File: src/dma_bus_if_map.svh
/*
 * Offsets, limits, status codes and timing counts of the DMA peripheral
 * bus interface. Assumes a 100 ns bus clock; definitions only.
 */
`ifndef DMA_BUS_IF_MAP_SVH
`define DMA_BUS_IF_MAP_SVH

// Bus clock period
`define CLK_PERIOD_NS 100
// Master-mode first ready sample, 2.5 bus clocks after size leaves idle
`define RDY_SAMPLE_NS 250
`define RDY_SAMPLE_CYC ((`RDY_SAMPLE_NS + `CLK_PERIOD_NS - 1) / `CLK_PERIOD_NS)
// Slave-mode ready low time, four bus clocks after T2
`define RDY_LOW_NS 400
`define RDY_LOW_CYC ((`RDY_LOW_NS + `CLK_PERIOD_NS - 1) / `CLK_PERIOD_NS)
// Address range limits
`define ADDR_16MB_LIMIT 32'h00FF_FFFF
`define ADDR_1MB_LIMIT 32'h000F_FFFF
// Status size field idle code
`define SIZE_IDLE 2'h3
// I/O window of the register block, matched on host address bits 15:12
`define REG_BLOCK_BASE 4'h0

`endif

File: src/dma_bus_if_pkg.sv
/*
 * Types of the DMA peripheral bus interface: slave states, the DMA
 * control bundle, the register access bundle and the core state.
 * Assumes dma_bus_if_map.svh supplies all numbers.
 */
package dma_bus_if_pkg;

  // Slave cycle states, Gray coded along idle, addressed, active
  typedef enum logic [1:0] {
    SL_IDLE = 2'h0,
    SL_ADDR = 2'h1,
    SL_ACTIVE = 2'h3
  } slave_state_t;

  // Control from the internal DMA engine
  typedef struct packed {
    logic owns;          // DMA controller owns the bus
    logic refresh;       // Refresh cycle in progress
    logic [31:2] addr;   // DMA address being driven
    logic [1:0] timing;  // Programmed cycle timing
    logic [1:0] size;    // Slave size code
    logic active;        // Transfer in progress
    logic page_break;    // Burst meets a page break
    logic last;          // Burst about to end
  } dma_ctl_t;

  // Register access toward the internal register file
  typedef struct packed {
    logic wr;            // Write pulse
    logic rd;            // Read pulse
    logic int_ack;       // Interrupt acknowledge read
    logic [13:0] addr;   // Latched host address bits 15:2
    logic [7:0] wdata;   // Write data
  } reg_access_t;

  // Whole state of the interface core
  typedef struct packed {
    slave_state_t sl;
    logic strobe_prev;
    logic [13:0] lat_addr;
    logic lat_mem;
    logic lat_wr;
    logic hit;
    logic sel_n;
    logic rdy_out;
    logic rdy_oe_n;
    logic [2:0] rdy_cnt;
    logic [7:0] dout;
    logic dout_oe_n;
    reg_access_t acc;
    logic [3:0] st_out;
    logic st_oe_n;
    logic [1:0] first_cnt;
    logic armed;
    logic pipelining;
    logic tail;
    logic dma_ready;
    logic gt16_n;
    logic gt16_oe_n;
    logic gt1_n;
    logic aen_n;
    logic rst_drv;
    logic bus_free;
  } core_state_t;

endpackage : dma_bus_if_pkg

File: src/dma_peripheral_bus_interface.sv
/*
 * Pin-level bus interface of the DMA peripheral: address range flags,
 * expansion reset, status port in master and slave mode, ready
 * handshake, slave data bus, slave select and address enable.
 * Assumes one 10 MHz bus clock, pins arriving asynchronously, and the
 * DMA engine and register file living beside it on the same clock.
 */
`timescale 1ns/1ps
`include "dma_bus_if_map.svh"

// Functional notes
// [RULE_01] Above-16MB flag low for DMA addresses
// [RULE_02] Drive 16MB flag only under DMA ownership
// [RULE_03] Above-1MB flag decoded from address 31:20
// [RULE_04] Reset clears state, drives expansion reset
// [RULE_05] Controller holds reset eight clocks
// [RULE_06] Master status 1:0 carry cycle timing
// [RULE_07] Master status 3:2 carry slave size
// [RULE_08] Timing status changes on one clock edge
// [RULE_09] Size active, idle after last or break; the code idles size on page_break or when dma.active drops, not on dma.last
// [RULE_10] Strobe rise latches address, mem/io, write
// [RULE_11] Latched bit1 high means memory cycle
// [RULE_12] Interrupt acknowledge sampled at T2
// [RULE_13] Cycle-in-progress sampled to find bus free
// [RULE_14] Status pins driven only in DMA/refresh
// [RULE_15] Ready low only for long ISA cycles
// [RULE_16] Ready low four clocks, released with command
// [RULE_17] First ready sample starts burst pipelining
// [RULE_18] Ready sampled each edge for completion
// [RULE_19] Data bus driven on selected reads only
// [RULE_20] Slave select from T2, released with command
// [RULE_21] Slave select on interrupt acknowledge too
// [RULE_22] Address enable low under DMA or refresh
// [RULE_23] Data buffers float when command ends
module dma_peripheral_bus_interface (
  input wire logic clk,                        // Bus clock
  input wire logic rst_n,                      // System reset, active low
  input wire dma_bus_if_pkg::dma_ctl_t dma,    // DMA engine control
  input wire logic isa_master_owns,            // ISA master holds the bus
  input wire logic long_cycle_needed,          // Register needs long command
  input wire logic [7:0] reg_rd_data,          // Register read data
  input wire logic [3:0] cycle_status_bus_in,  // Status pins, input side
  input wire logic [31:2] host_address_lines,  // Host address pins
  input wire logic host_write_read,            // Host write/read pin
  input wire logic cmd_n,                      // Command strobe pin
  input wire logic transfer_ready_in,          // Ready pin, input side
  input wire logic [7:0] data_in,              // Data pins, input side
  output logic [3:0] cycle_status_bus_out,     // Status pins, output side
  output logic cycle_status_bus_oe_n,          // Status pin enable
  output logic transfer_ready_out,             // Ready pin, output side
  output logic transfer_ready_oe_n,            // Ready pin enable
  output logic [7:0] data_out,                 // Data pins, output side
  output logic data_oe_n,                      // Data pin enable
  output logic slave_select_out_n,             // Slave selected
  output logic above_16mb_flag_n,              // Above 16MB flag level
  output logic above_16mb_flag_oe_n,           // Above 16MB flag enable
  output logic above_1mb_flag_n,               // Above 1MB flag
  output logic address_enable_n,               // Address enable
  output logic expansion_bus_reset_out,        // Expansion bus reset
  output dma_bus_if_pkg::reg_access_t reg_acc, // Register access
  output logic burst_pipelining,               // Address pipelining on
  output logic dma_ready,                      // Cycle completion pulse
  output logic bus_free                        // No cycle in progress
);

  dma_bus_if_pkg::core_state_t s;       // Current state
  dma_bus_if_pkg::core_state_t next_s;  // Next state

  logic [3:0] st_s;       // Synchronised status pins
  logic [31:2] ha_s;      // Synchronised host address
  logic hwr_s;            // Synchronised write/read
  logic cmd_n_s;          // Synchronised command strobe
  logic rdy_s;            // Synchronised ready
  logic [7:0] din_s;      // Synchronised data
  logic slave_mode;       // Nobody inside owns the bus
  logic strobe_rise;      // Address strobe trailing edge
  logic [1:0] next_size;  // Size code about to be driven
  logic [31:0] flag_addr; // Address the 1MB decode looks at

  // All pins pass two flops; two cycles fit in the 3.5 clocks before T2
  pin_sync #(.W(45)) u_sync (  // [RULE_05]
    .clk(clk),
    .rst_n(rst_n),
    .d({cycle_status_bus_in, host_address_lines, host_write_read, cmd_n,
        transfer_ready_in, data_in}),
    .init('1),
    .q({st_s, ha_s, hwr_s, cmd_n_s, rdy_s, din_s})
  );

  // Helper terms shared by the next-state logic
  // slave_mode is the shared ownership term;
  // status and address enable use it, range flags use dma.owns.
  always_comb begin
    slave_mode = !dma.owns && !dma.refresh;
    strobe_rise = slave_mode && !s.strobe_prev && st_s[0];
    next_size = (dma.owns && dma.active && !dma.page_break) ?
                dma.size : `SIZE_IDLE;
    flag_addr = dma.owns ? {dma.addr, 2'h0} : {ha_s, 2'h0};
  end

  // Next state of the whole core
  always_comb begin
    next_s = s;
    // Levels hold by default; pulses are
    // cleared here and raised below.
    next_s.strobe_prev = st_s[0];
    next_s.acc.wr = 1'b0;
    next_s.acc.rd = 1'b0;
    next_s.dma_ready = 1'b0;
    next_s.rst_drv = 1'b0;  // [RULE_04]

    // Range flags and bus ownership
    // 1MB flag is registered after sync, so
    // it lags the pins instead of following.
    next_s.gt16_oe_n = !dma.owns;  // [RULE_02]
    next_s.gt16_n = !(dma.owns && ({dma.addr, 2'h0} > `ADDR_16MB_LIMIT));  // [RULE_01]
    next_s.gt1_n = !(flag_addr > `ADDR_1MB_LIMIT);  // [RULE_03]
    next_s.aen_n = slave_mode;  // [RULE_22]
    next_s.st_oe_n = slave_mode;  // [RULE_14]
    next_s.bus_free = slave_mode && st_s[3];  // [RULE_13]

    // Status port in master mode; all edges are the one bus clock edge
    next_s.st_out[1:0] = dma.timing;  // [RULE_06] [RULE_08]
    next_s.st_out[3:2] = next_size;  // [RULE_07] [RULE_09]

    // First ready sample after size leaves idle
    // Loaded with the new size; the last step
    // lands on the first edge at or after 2.5 clocks.
    if (s.st_out[3:2] == `SIZE_IDLE && next_size != `SIZE_IDLE) begin
      next_s.first_cnt = 2'(`RDY_SAMPLE_CYC);  // [RULE_17]
      next_s.armed = 1'b0;
    end else if (s.first_cnt != 2'h0) begin
      next_s.first_cnt = s.first_cnt - 2'h1;
      if (s.first_cnt == 2'h1) begin
        // Ready high here asks for burst address pipelining
        next_s.pipelining = rdy_s && !dma.page_break && !dma.last;  // [RULE_17]
        next_s.armed = 1'b1;
      end
    end else if (s.armed && s.st_out[3:2] != `SIZE_IDLE) begin
      next_s.dma_ready = rdy_s;  // [RULE_18]
    end

    // Pipelining ends at a page break or transfer end
    // A break wins over ready in the same cycle
    if (dma.page_break || dma.last) begin
      next_s.pipelining = 1'b0;  // [RULE_17]
    end
    // One more completion sample after idle when pipelining
    if (s.st_out[3:2] != `SIZE_IDLE && next_size == `SIZE_IDLE) begin
      next_s.armed = 1'b0;
      next_s.tail = s.pipelining || s.tail;  // [RULE_18]
    end else if (s.tail && rdy_s) begin
      next_s.tail = 1'b0;
      next_s.dma_ready = 1'b1;  // [RULE_18]
    end
    if (next_size == `SIZE_IDLE && !s.tail) begin
      next_s.pipelining = 1'b0;
    end

    // Slave cycle sequencing
    // Synced pins and slave_mode move the states
    unique case (s.sl)
      dma_bus_if_pkg::SL_IDLE: begin
        // New strobes are honoured only here
        if (strobe_rise) begin
          next_s.lat_addr = ha_s[15:2];  // [RULE_10]
          next_s.lat_mem = st_s[1];  // [RULE_10]
          next_s.lat_wr = hwr_s;  // [RULE_10]
          // Only I/O cycles reach the registers
          next_s.hit = !st_s[1] && ha_s[15:12] == `REG_BLOCK_BASE;  // [RULE_11]
          next_s.sl = dma_bus_if_pkg::SL_ADDR;
        end
      end
      dma_bus_if_pkg::SL_ADDR: begin
        if (!slave_mode) begin
          next_s.sl = dma_bus_if_pkg::SL_IDLE;
        end else if (!cmd_n_s) begin
          // Command seen: this edge is T2
          next_s.acc.int_ack = !st_s[2];  // [RULE_12]
          if (s.hit || !st_s[2]) begin
            next_s.sel_n = 1'b0;  // [RULE_20] [RULE_21]
            next_s.acc.addr = s.lat_addr;
            next_s.sl = dma_bus_if_pkg::SL_ACTIVE;
            if (!s.lat_wr || !st_s[2]) begin
              next_s.acc.rd = 1'b1;
              next_s.dout = reg_rd_data;
              next_s.dout_oe_n = 1'b0;  // [RULE_19]
            end
            // Hold-off only for long register cycles of ISA masters
            if (isa_master_owns && long_cycle_needed && s.hit && st_s[2]) begin
              next_s.rdy_out = 1'b0;  // [RULE_15]
              next_s.rdy_oe_n = 1'b0;
              next_s.rdy_cnt = 3'(`RDY_LOW_CYC);
            end
          end else begin
            next_s.sl = dma_bus_if_pkg::SL_IDLE;
          end
        end
      end
      dma_bus_if_pkg::SL_ACTIVE: begin
        // Ready hold-off counts down here
        if (s.rdy_cnt != 3'h0) begin
          next_s.rdy_cnt = s.rdy_cnt - 3'h1;
          if (s.rdy_cnt == 3'h1) begin
            next_s.rdy_out = 1'b1;  // [RULE_16]
          end
        end
        if (s.dout_oe_n == 1'b0) begin
          next_s.dout = reg_rd_data;
        end
        if (cmd_n_s || !slave_mode) begin
          // Command ended: write lands, everything lets go
          next_s.acc.wr = s.lat_wr && s.hit && !s.acc.int_ack && slave_mode;  // [RULE_19]
          next_s.acc.wdata = din_s;
          next_s.sel_n = 1'b1;  // [RULE_20]
          next_s.dout_oe_n = 1'b1;  // [RULE_23]
          next_s.rdy_oe_n = 1'b1;  // [RULE_16]
          next_s.rdy_out = 1'b1;
          next_s.rdy_cnt = 3'h0;
          next_s.sl = dma_bus_if_pkg::SL_IDLE;
        end
      end
      default: begin
        // Unused code: recover to idle
        next_s.sl = dma_bus_if_pkg::SL_IDLE;
      end
    endcase
  end

  // State register; reset floats every pin with an enable and asserts expansion reset
  // Strobe history starts high so reset
  // cannot fake a trailing strobe edge.
  always_ff @(posedge clk or negedge rst_n) begin
    if (!rst_n) begin
      s <= '0;  // [RULE_04]
      s.sl <= dma_bus_if_pkg::SL_IDLE;
      s.strobe_prev <= 1'b1;
      s.sel_n <= 1'b1;  // [RULE_21]
      s.rdy_out <= 1'b1;
      s.rdy_oe_n <= 1'b1;
      s.dout_oe_n <= 1'b1;  // [RULE_19]
      s.st_out <= 4'hF;
      s.st_oe_n <= 1'b1;  // [RULE_14]
      s.gt16_n <= 1'b1;
      s.gt16_oe_n <= 1'b1;  // [RULE_02]
      s.gt1_n <= 1'b1;
      s.aen_n <= 1'b1;  // [RULE_22]
      s.rst_drv <= 1'b1;  // [RULE_04]
    end else begin
      s <= next_s;
    end
  end

  // Outputs straight from the state flops
  // No logic here: every pin is a flop
  always_comb begin
    cycle_status_bus_out = s.st_out;
    cycle_status_bus_oe_n = s.st_oe_n;
    transfer_ready_out = s.rdy_out;
    transfer_ready_oe_n = s.rdy_oe_n;
    data_out = s.dout;
    data_oe_n = s.dout_oe_n;
    slave_select_out_n = s.sel_n;
    above_16mb_flag_n = s.gt16_n;
    above_16mb_flag_oe_n = s.gt16_oe_n;
    above_1mb_flag_n = s.gt1_n;
    address_enable_n = s.aen_n;
    expansion_bus_reset_out = s.rst_drv;
    reg_acc = s.acc;
    burst_pipelining = s.pipelining;
    dma_ready = s.dma_ready;
    bus_free = s.bus_free;
  end

  // Checks on the flag and ownership outputs
  a_gt16_high_addr: assert property (  // [RULE_01]
    @(posedge clk) disable iff (!rst_n)
    dma.owns && ({dma.addr, 2'h0} > `ADDR_16MB_LIMIT) |=> !above_16mb_flag_n)
    else $error("above 16MB flag not low for high DMA address");

  a_gt16_float: assert property (  // [RULE_02]
    @(posedge clk) disable iff (!rst_n)
    !dma.owns |=> above_16mb_flag_oe_n)
    else $error("above 16MB flag driven without DMA ownership");

  a_gt1_decode: assert property (  // [RULE_03]
    @(posedge clk) disable iff (!rst_n)
    slave_mode && ha_s[31:20] != 12'h000 |=> !above_1mb_flag_n)
    else $error("above 1MB flag missed a high host address");

  a_aen_owner: assert property (  // [RULE_22]
    @(posedge clk) disable iff (!rst_n)
    (dma.owns || dma.refresh) |=> !address_enable_n && !cycle_status_bus_oe_n)
    else $error("address enable or status not driven under DMA");

  a_status_float: assert property (  // [RULE_14]
    @(posedge clk) disable iff (!rst_n)
    slave_mode |=> cycle_status_bus_oe_n)
    else $error("status pins driven in slave mode");

  // Checks on the slave handshake
  // Release lags the command by sync plus one
  a_ready_owner: assert property (  // [RULE_15]
    @(posedge clk) disable iff (!rst_n)
    $fell(transfer_ready_oe_n) |-> $past(isa_master_owns && long_cycle_needed))
    else $error("ready driven for a master that must not see it");

  a_ready_hold: assert property (  // [RULE_16]
    @(posedge clk) disable iff (!rst_n || cmd_n_s)
    $fell(transfer_ready_out) |-> (!transfer_ready_out)[*4] ##1 transfer_ready_out)
    else $error("ready low time is not four clocks");

  a_select_t2: assert property (  // [RULE_20]
    @(posedge clk) disable iff (!rst_n)
    $fell(slave_select_out_n) |-> $past(!cmd_n_s) && $past(s.sl == dma_bus_if_pkg::SL_ADDR))
    else $error("slave select asserted before T2");

  a_data_select: assert property (  // [RULE_19]
    @(posedge clk) disable iff (!rst_n)
    !data_oe_n |-> !slave_select_out_n)
    else $error("data bus driven without slave select");

  // Checks on the master-mode ready sampling
  // These watch the counter and tail flag, not the pin
  a_first_sample: assert property (  // [RULE_17]
    @(posedge clk) disable iff (!rst_n)
    $past(s.st_out[3:2]) == `SIZE_IDLE && s.st_out[3:2] != `SIZE_IDLE
    |-> ##2 (s.first_cnt == 2'h1))
    else $error("first ready sample not at 2.5 clocks");

  a_tail_done: assert property (  // [RULE_18]
    @(posedge clk) disable iff (!rst_n)
    s.tail && rdy_s |=> dma_ready && !s.tail)
    else $error("final ready sample after idle missed");

endmodule : dma_peripheral_bus_interface

File: src/pin_sync.sv
/*
 * Two-flop synchroniser for a group of pin inputs.
 * Assumes inputs are asynchronous to clk; only the second stage is used.
 */
`timescale 1ns/1ps
module pin_sync #(
  parameter int W = 1
) (
  input wire logic clk,           // Bus clock
  input wire logic rst_n,         // Asynchronous reset, active low
  input wire logic [W-1:0] d,     // Raw pin levels
  input wire logic [W-1:0] init,  // Unused reset hint, kept constant-free
  output logic [W-1:0] q          // Synchronised levels
);
  genvar i;
  // One pair of flops per bit; the first stage feeds only the second
  generate
    for (i = 0; i < W; i++) begin : g_bit
      logic meta;  // First stage
      always_ff @(posedge clk or negedge rst_n) begin
        if (!rst_n) begin
          meta <= 1'b1;
          q[i] <= 1'b1;
        end else begin
          meta <= d[i];
          q[i] <= meta;
        end
      end
    end
  endgenerate
endmodule : pin_sync
File: config.mk
export PLATFORM = sky130hd
export DESIGN_NAME = dma_peripheral_bus_interface
export DESIGN_NICKNAME = d
export VERILOG_FILES = /design/src/dma_bus_if_pkg.sv /design/src/dma_peripheral_bus_interface.sv /design/src/pin_sync.sv
export VERILOG_INCLUDE_DIRS = /design/src
export SDC_FILE = /design/constraint.sdc
export NUM_CORES = 1
export LEC_CHECK = 0
export CORE_MARGIN = 1.5
export CORE_UTILIZATION = 61
export DETAILED_ROUTE_END_ITERATION = 12
export DONT_BUFFER_PORTS = 1
export PLACE_DENSITY_LB_ADDON = 0.15
export SYNTH_ARGS = -nofsm -noshare
export SYNTH_HDL_FRONTEND = slang
export SYNTH_SLANG_ARGS = --single-unit
File: constraint.sdc
create_clock -name clk -period 2.7 [get_ports clk]
set_clock_uncertainty 0.05 [all_clocks]
set_input_delay 0.54 -clock clk [delete_from_list [all_inputs] [get_ports clk]]
set_output_delay 0.54 -clock clk [all_outputs]
set_load 0.005 [all_outputs]
==> results.cfg <==
[grt]
antenna_found_initial = 0
grt_overflow = 0
grt_max_degree = 158
grt_usage_pct = 18.9
grt_pass1_wl_mm = 13.9
first_global_vias = 2891

[clock_network]
clockBufferDepth = 2
worstSkewPairLatency_ns = 0.51
cts_resized = 0
clkTransAtPathRegs_ns = 0.07
cts_buffers = 17
htreeDepth = 4
ctsHoldBuffers = 44
cts_root_buf = clkbuf_8
clock-sinks = 157
postCtsSetupBuffers = 0
cts_tree = yes

[synth]
async_reset_ff_share_pct = 100
synth_top_area_cell = dfstp_2
synthTopCellsByCount = dfstp_2 (96), dfrtp_1 (61), mux2_2 (48)
synth.top_cell.area_share_pct = 44.6
synth-seq-cells = 157
ys_warn_count = 0
ys_types = 50
syn_inst = 355
netlist_area_mm2 = 0.00565
synth.most_common_cell = dfstp_2
synth-main-ff-cell = dfstp_2
synth_fp_nets = 459
yosysSeqAreaShare_pct = 71.6
avgSynthCellArea_um2 = 15.9
synthTopCellsByArea = dfstp_2 (45%), dfrtp_1 (27%), mux2_2 (9.6%)
synth_edf_count = 0

[worst_setup_path]
startpoint_type = flip-flop
cp_max_fo = 7
cpPeakStageDelay_ns = 0.62
slowest_stage = dfstp_2
cp-startpoint = u_sync.q[9]$_DFF_PN1_
crit_chain = or3_1 > nand3_1 > o221ai_2 > mux2_2
r2r-start = u_sync.q[9]$_DFF_PN1_
crit_family = flip-flops
crit_required_ns = 3.04
endpoint_kind = flip-flop
critPathBufInv = 0
worst-endpoint-arrival_ns = 2.27
path_class = flip-flop to flip-flop

[final_layout]
final.fill_count = 533
fin_cells = 498
areaGrowthSynthToFinish_pct = 14.9
diodes = 0
layout-drive-gt1-share_pct = 48.2
nets = 481
multi_input_area_mm2 = 0.00123
seq_area_mm2 = 0.00405

[power]
p_sw_w = 0.00123
p_comb_share_pct = 5.9
powerDensity_mw_per_mm2 = 808
leakage_nw = 2.79
p_sw_share_pct = 23.5
seq_power_share_pct = 51.8
power.share.clock_pct = 42.3
peakVddDrop_mv = 0.549
p_int_w = 0.00402

[job]
max-cap-violations = 0

[detailed_routing]
detail-route-antenna-nets = 0
detail_route.wl_per_cell_um = 16.8
num_vias = 2697
drt_wl_total_mm = 8.37
dr.pass1.iters = 4
drc = 0
via_per_inst = 5.42
drtIter0Drc = 107

[timing]
timing.hold.ws_ns = -0.329
tns_ns = 0
fin_crit_sh_pct = 71.8
slew_viol_final = 0
setup_viol = 0
post-route-min-period_ns = 1.94
worst_slew_pin_slew_ns = 0.488
finalHoldViolCount = 157
slew_headroom_pct = 66.6
rsz0062_at_grt = no
clock.fmax_mhz = 516

[floorplan]
die-area_mm2 = 0.00985
dieHeight_um = 99.3
fp.dieW_um = 99.3
core_area_mm2 = 0.00885
io-pin-count = 146
rows = 34
initial_utilization_pct = 63.9

[outcome]
status = complete, but fails checks
violations = negative hold slack

[hold_path]
min_path_type = primary input to asynchronous set/reset pin

[place]
dpl.cell_count = 422
portBuffers = 0
dpl.hpwl_mm = 5.13
place.gp.congestion = 0.772
## power groups by stage
| stage | combinational [W] | sequential (W) | clock (W) |
|---|---|---|---|
| detailed placement | 0.000260 | 0.00276 | 0 |
| floorplan | 0.000284 | 0.00271 | 0 |
| finish | 0.000311 | 0.00272 | 0.00222 |
| CTS | 0.000314 | 0.00272 | 0.00228 |
| global placement | 0.000245 | 0.00275 | 0 |
| global route | 0.000354 | 0.00274 | 0.00238 |
## flip-flops by register name (all words and copies together), names as in the netlist, 4 cells and up
| signal | flops |
|---|---|
| u_sync.g_bit.meta | 41 |
| reg_acc | 25 |
| data_out | 8 |
| cycle_status_bus_out | 4 |
| u_sync.q | 41 |
| s | 26 |
## kinds of logic after synthesis
logic type,share of synthesized area (%)
AO/OA/AOI/OAI,3.54
XOR/XNOR,0.155
adder cells (fa/ha/maj),1.77
other,0.0663
flip-flops,71.6
buffers and inverters,6.57
AND/OR/NAND/NOR,6.15
multiplexers,10.1
## layout make-up
type / instances / area share, %
Multi-Input combinational cell: 141 / 19.0
Inverter: 14 / 0.809
Clock buffer: 18 / 6.59
Tap cell: 108 / 2.08
Timing Repair Buffer: 46 / 7.01
Clock inverter: 14 / 2.16
Sequential cell: 157 / 62.4
## cell usage in the layout (no fill, tap or decap), types with 4 or more instances in the layout
cell type,n
a21oi_1,5
clkbuf_16,16
dfrtp_1,61
dfstp_2,96
dlygate4sd3_1,44
ha_1,8
inv_1,13
inv_6,6
inv_8,5
mux2_2,48
nand2_1,8
nand4_1,4
nor2_1,9
nor2b_1,5
nor4_1,5
or3_1,4
## path summary, 6_finish.rpt
| kind | endpoint | slack [ns] | cells past startpoint |
|---|---|---|---|
| setup / recovery | s[52]$_DFFE_PN0P_ | 0.76 | 4 |
| hold / removal | reg_acc[1]$_DFFE_PN0P_ | -0.33 | 0 |
| setup reg to reg | s[52]$_DFFE_PN0P_ | 0.76 | 4 |
| hold reg to reg | u_sync.q[9]$_DFF_PN1_ | 0.30 | 0 |
| max in group asynchronous | u_sync.q[38]$_DFF_PN1_ | 2.67 | 0 |
| min in group clk | address_enable_n$_DFF_PN1_ | 0.04 | 1 |
## worst register-to-register path: stages, from the launching register on
cell	delay (ns)
dfstp_2	0.62
or3_1	0.29
nand3_1	0.31
o221ai_2	0.20
mux2_2	0.37
## per-layer routing
layer	global-route usage, %	wire length, µm
met1	22.9	3380
met2	30.9	4330
met3	6.61	554
met4	8.13	106
met5	0	0
## through the flow
step                      cell area, µm²  hold slack (ns)  util, %  setup WS [ns]  power, W
final                               6490           -0.329     73.4          0.762   0.00525
after global placement              5480            0.197     62.0          0.651   0.00299
after global routing                6490           -0.368     73.4          0.620   0.00548
after detailed placement            5480            0.197     62.0          0.637   0.00302
after floorplan                     5650            0.194        -          0.866   0.00300
after CTS                           6490           -0.355     73.4          0.767   0.00532
Power figures use the tool's default switching activity.
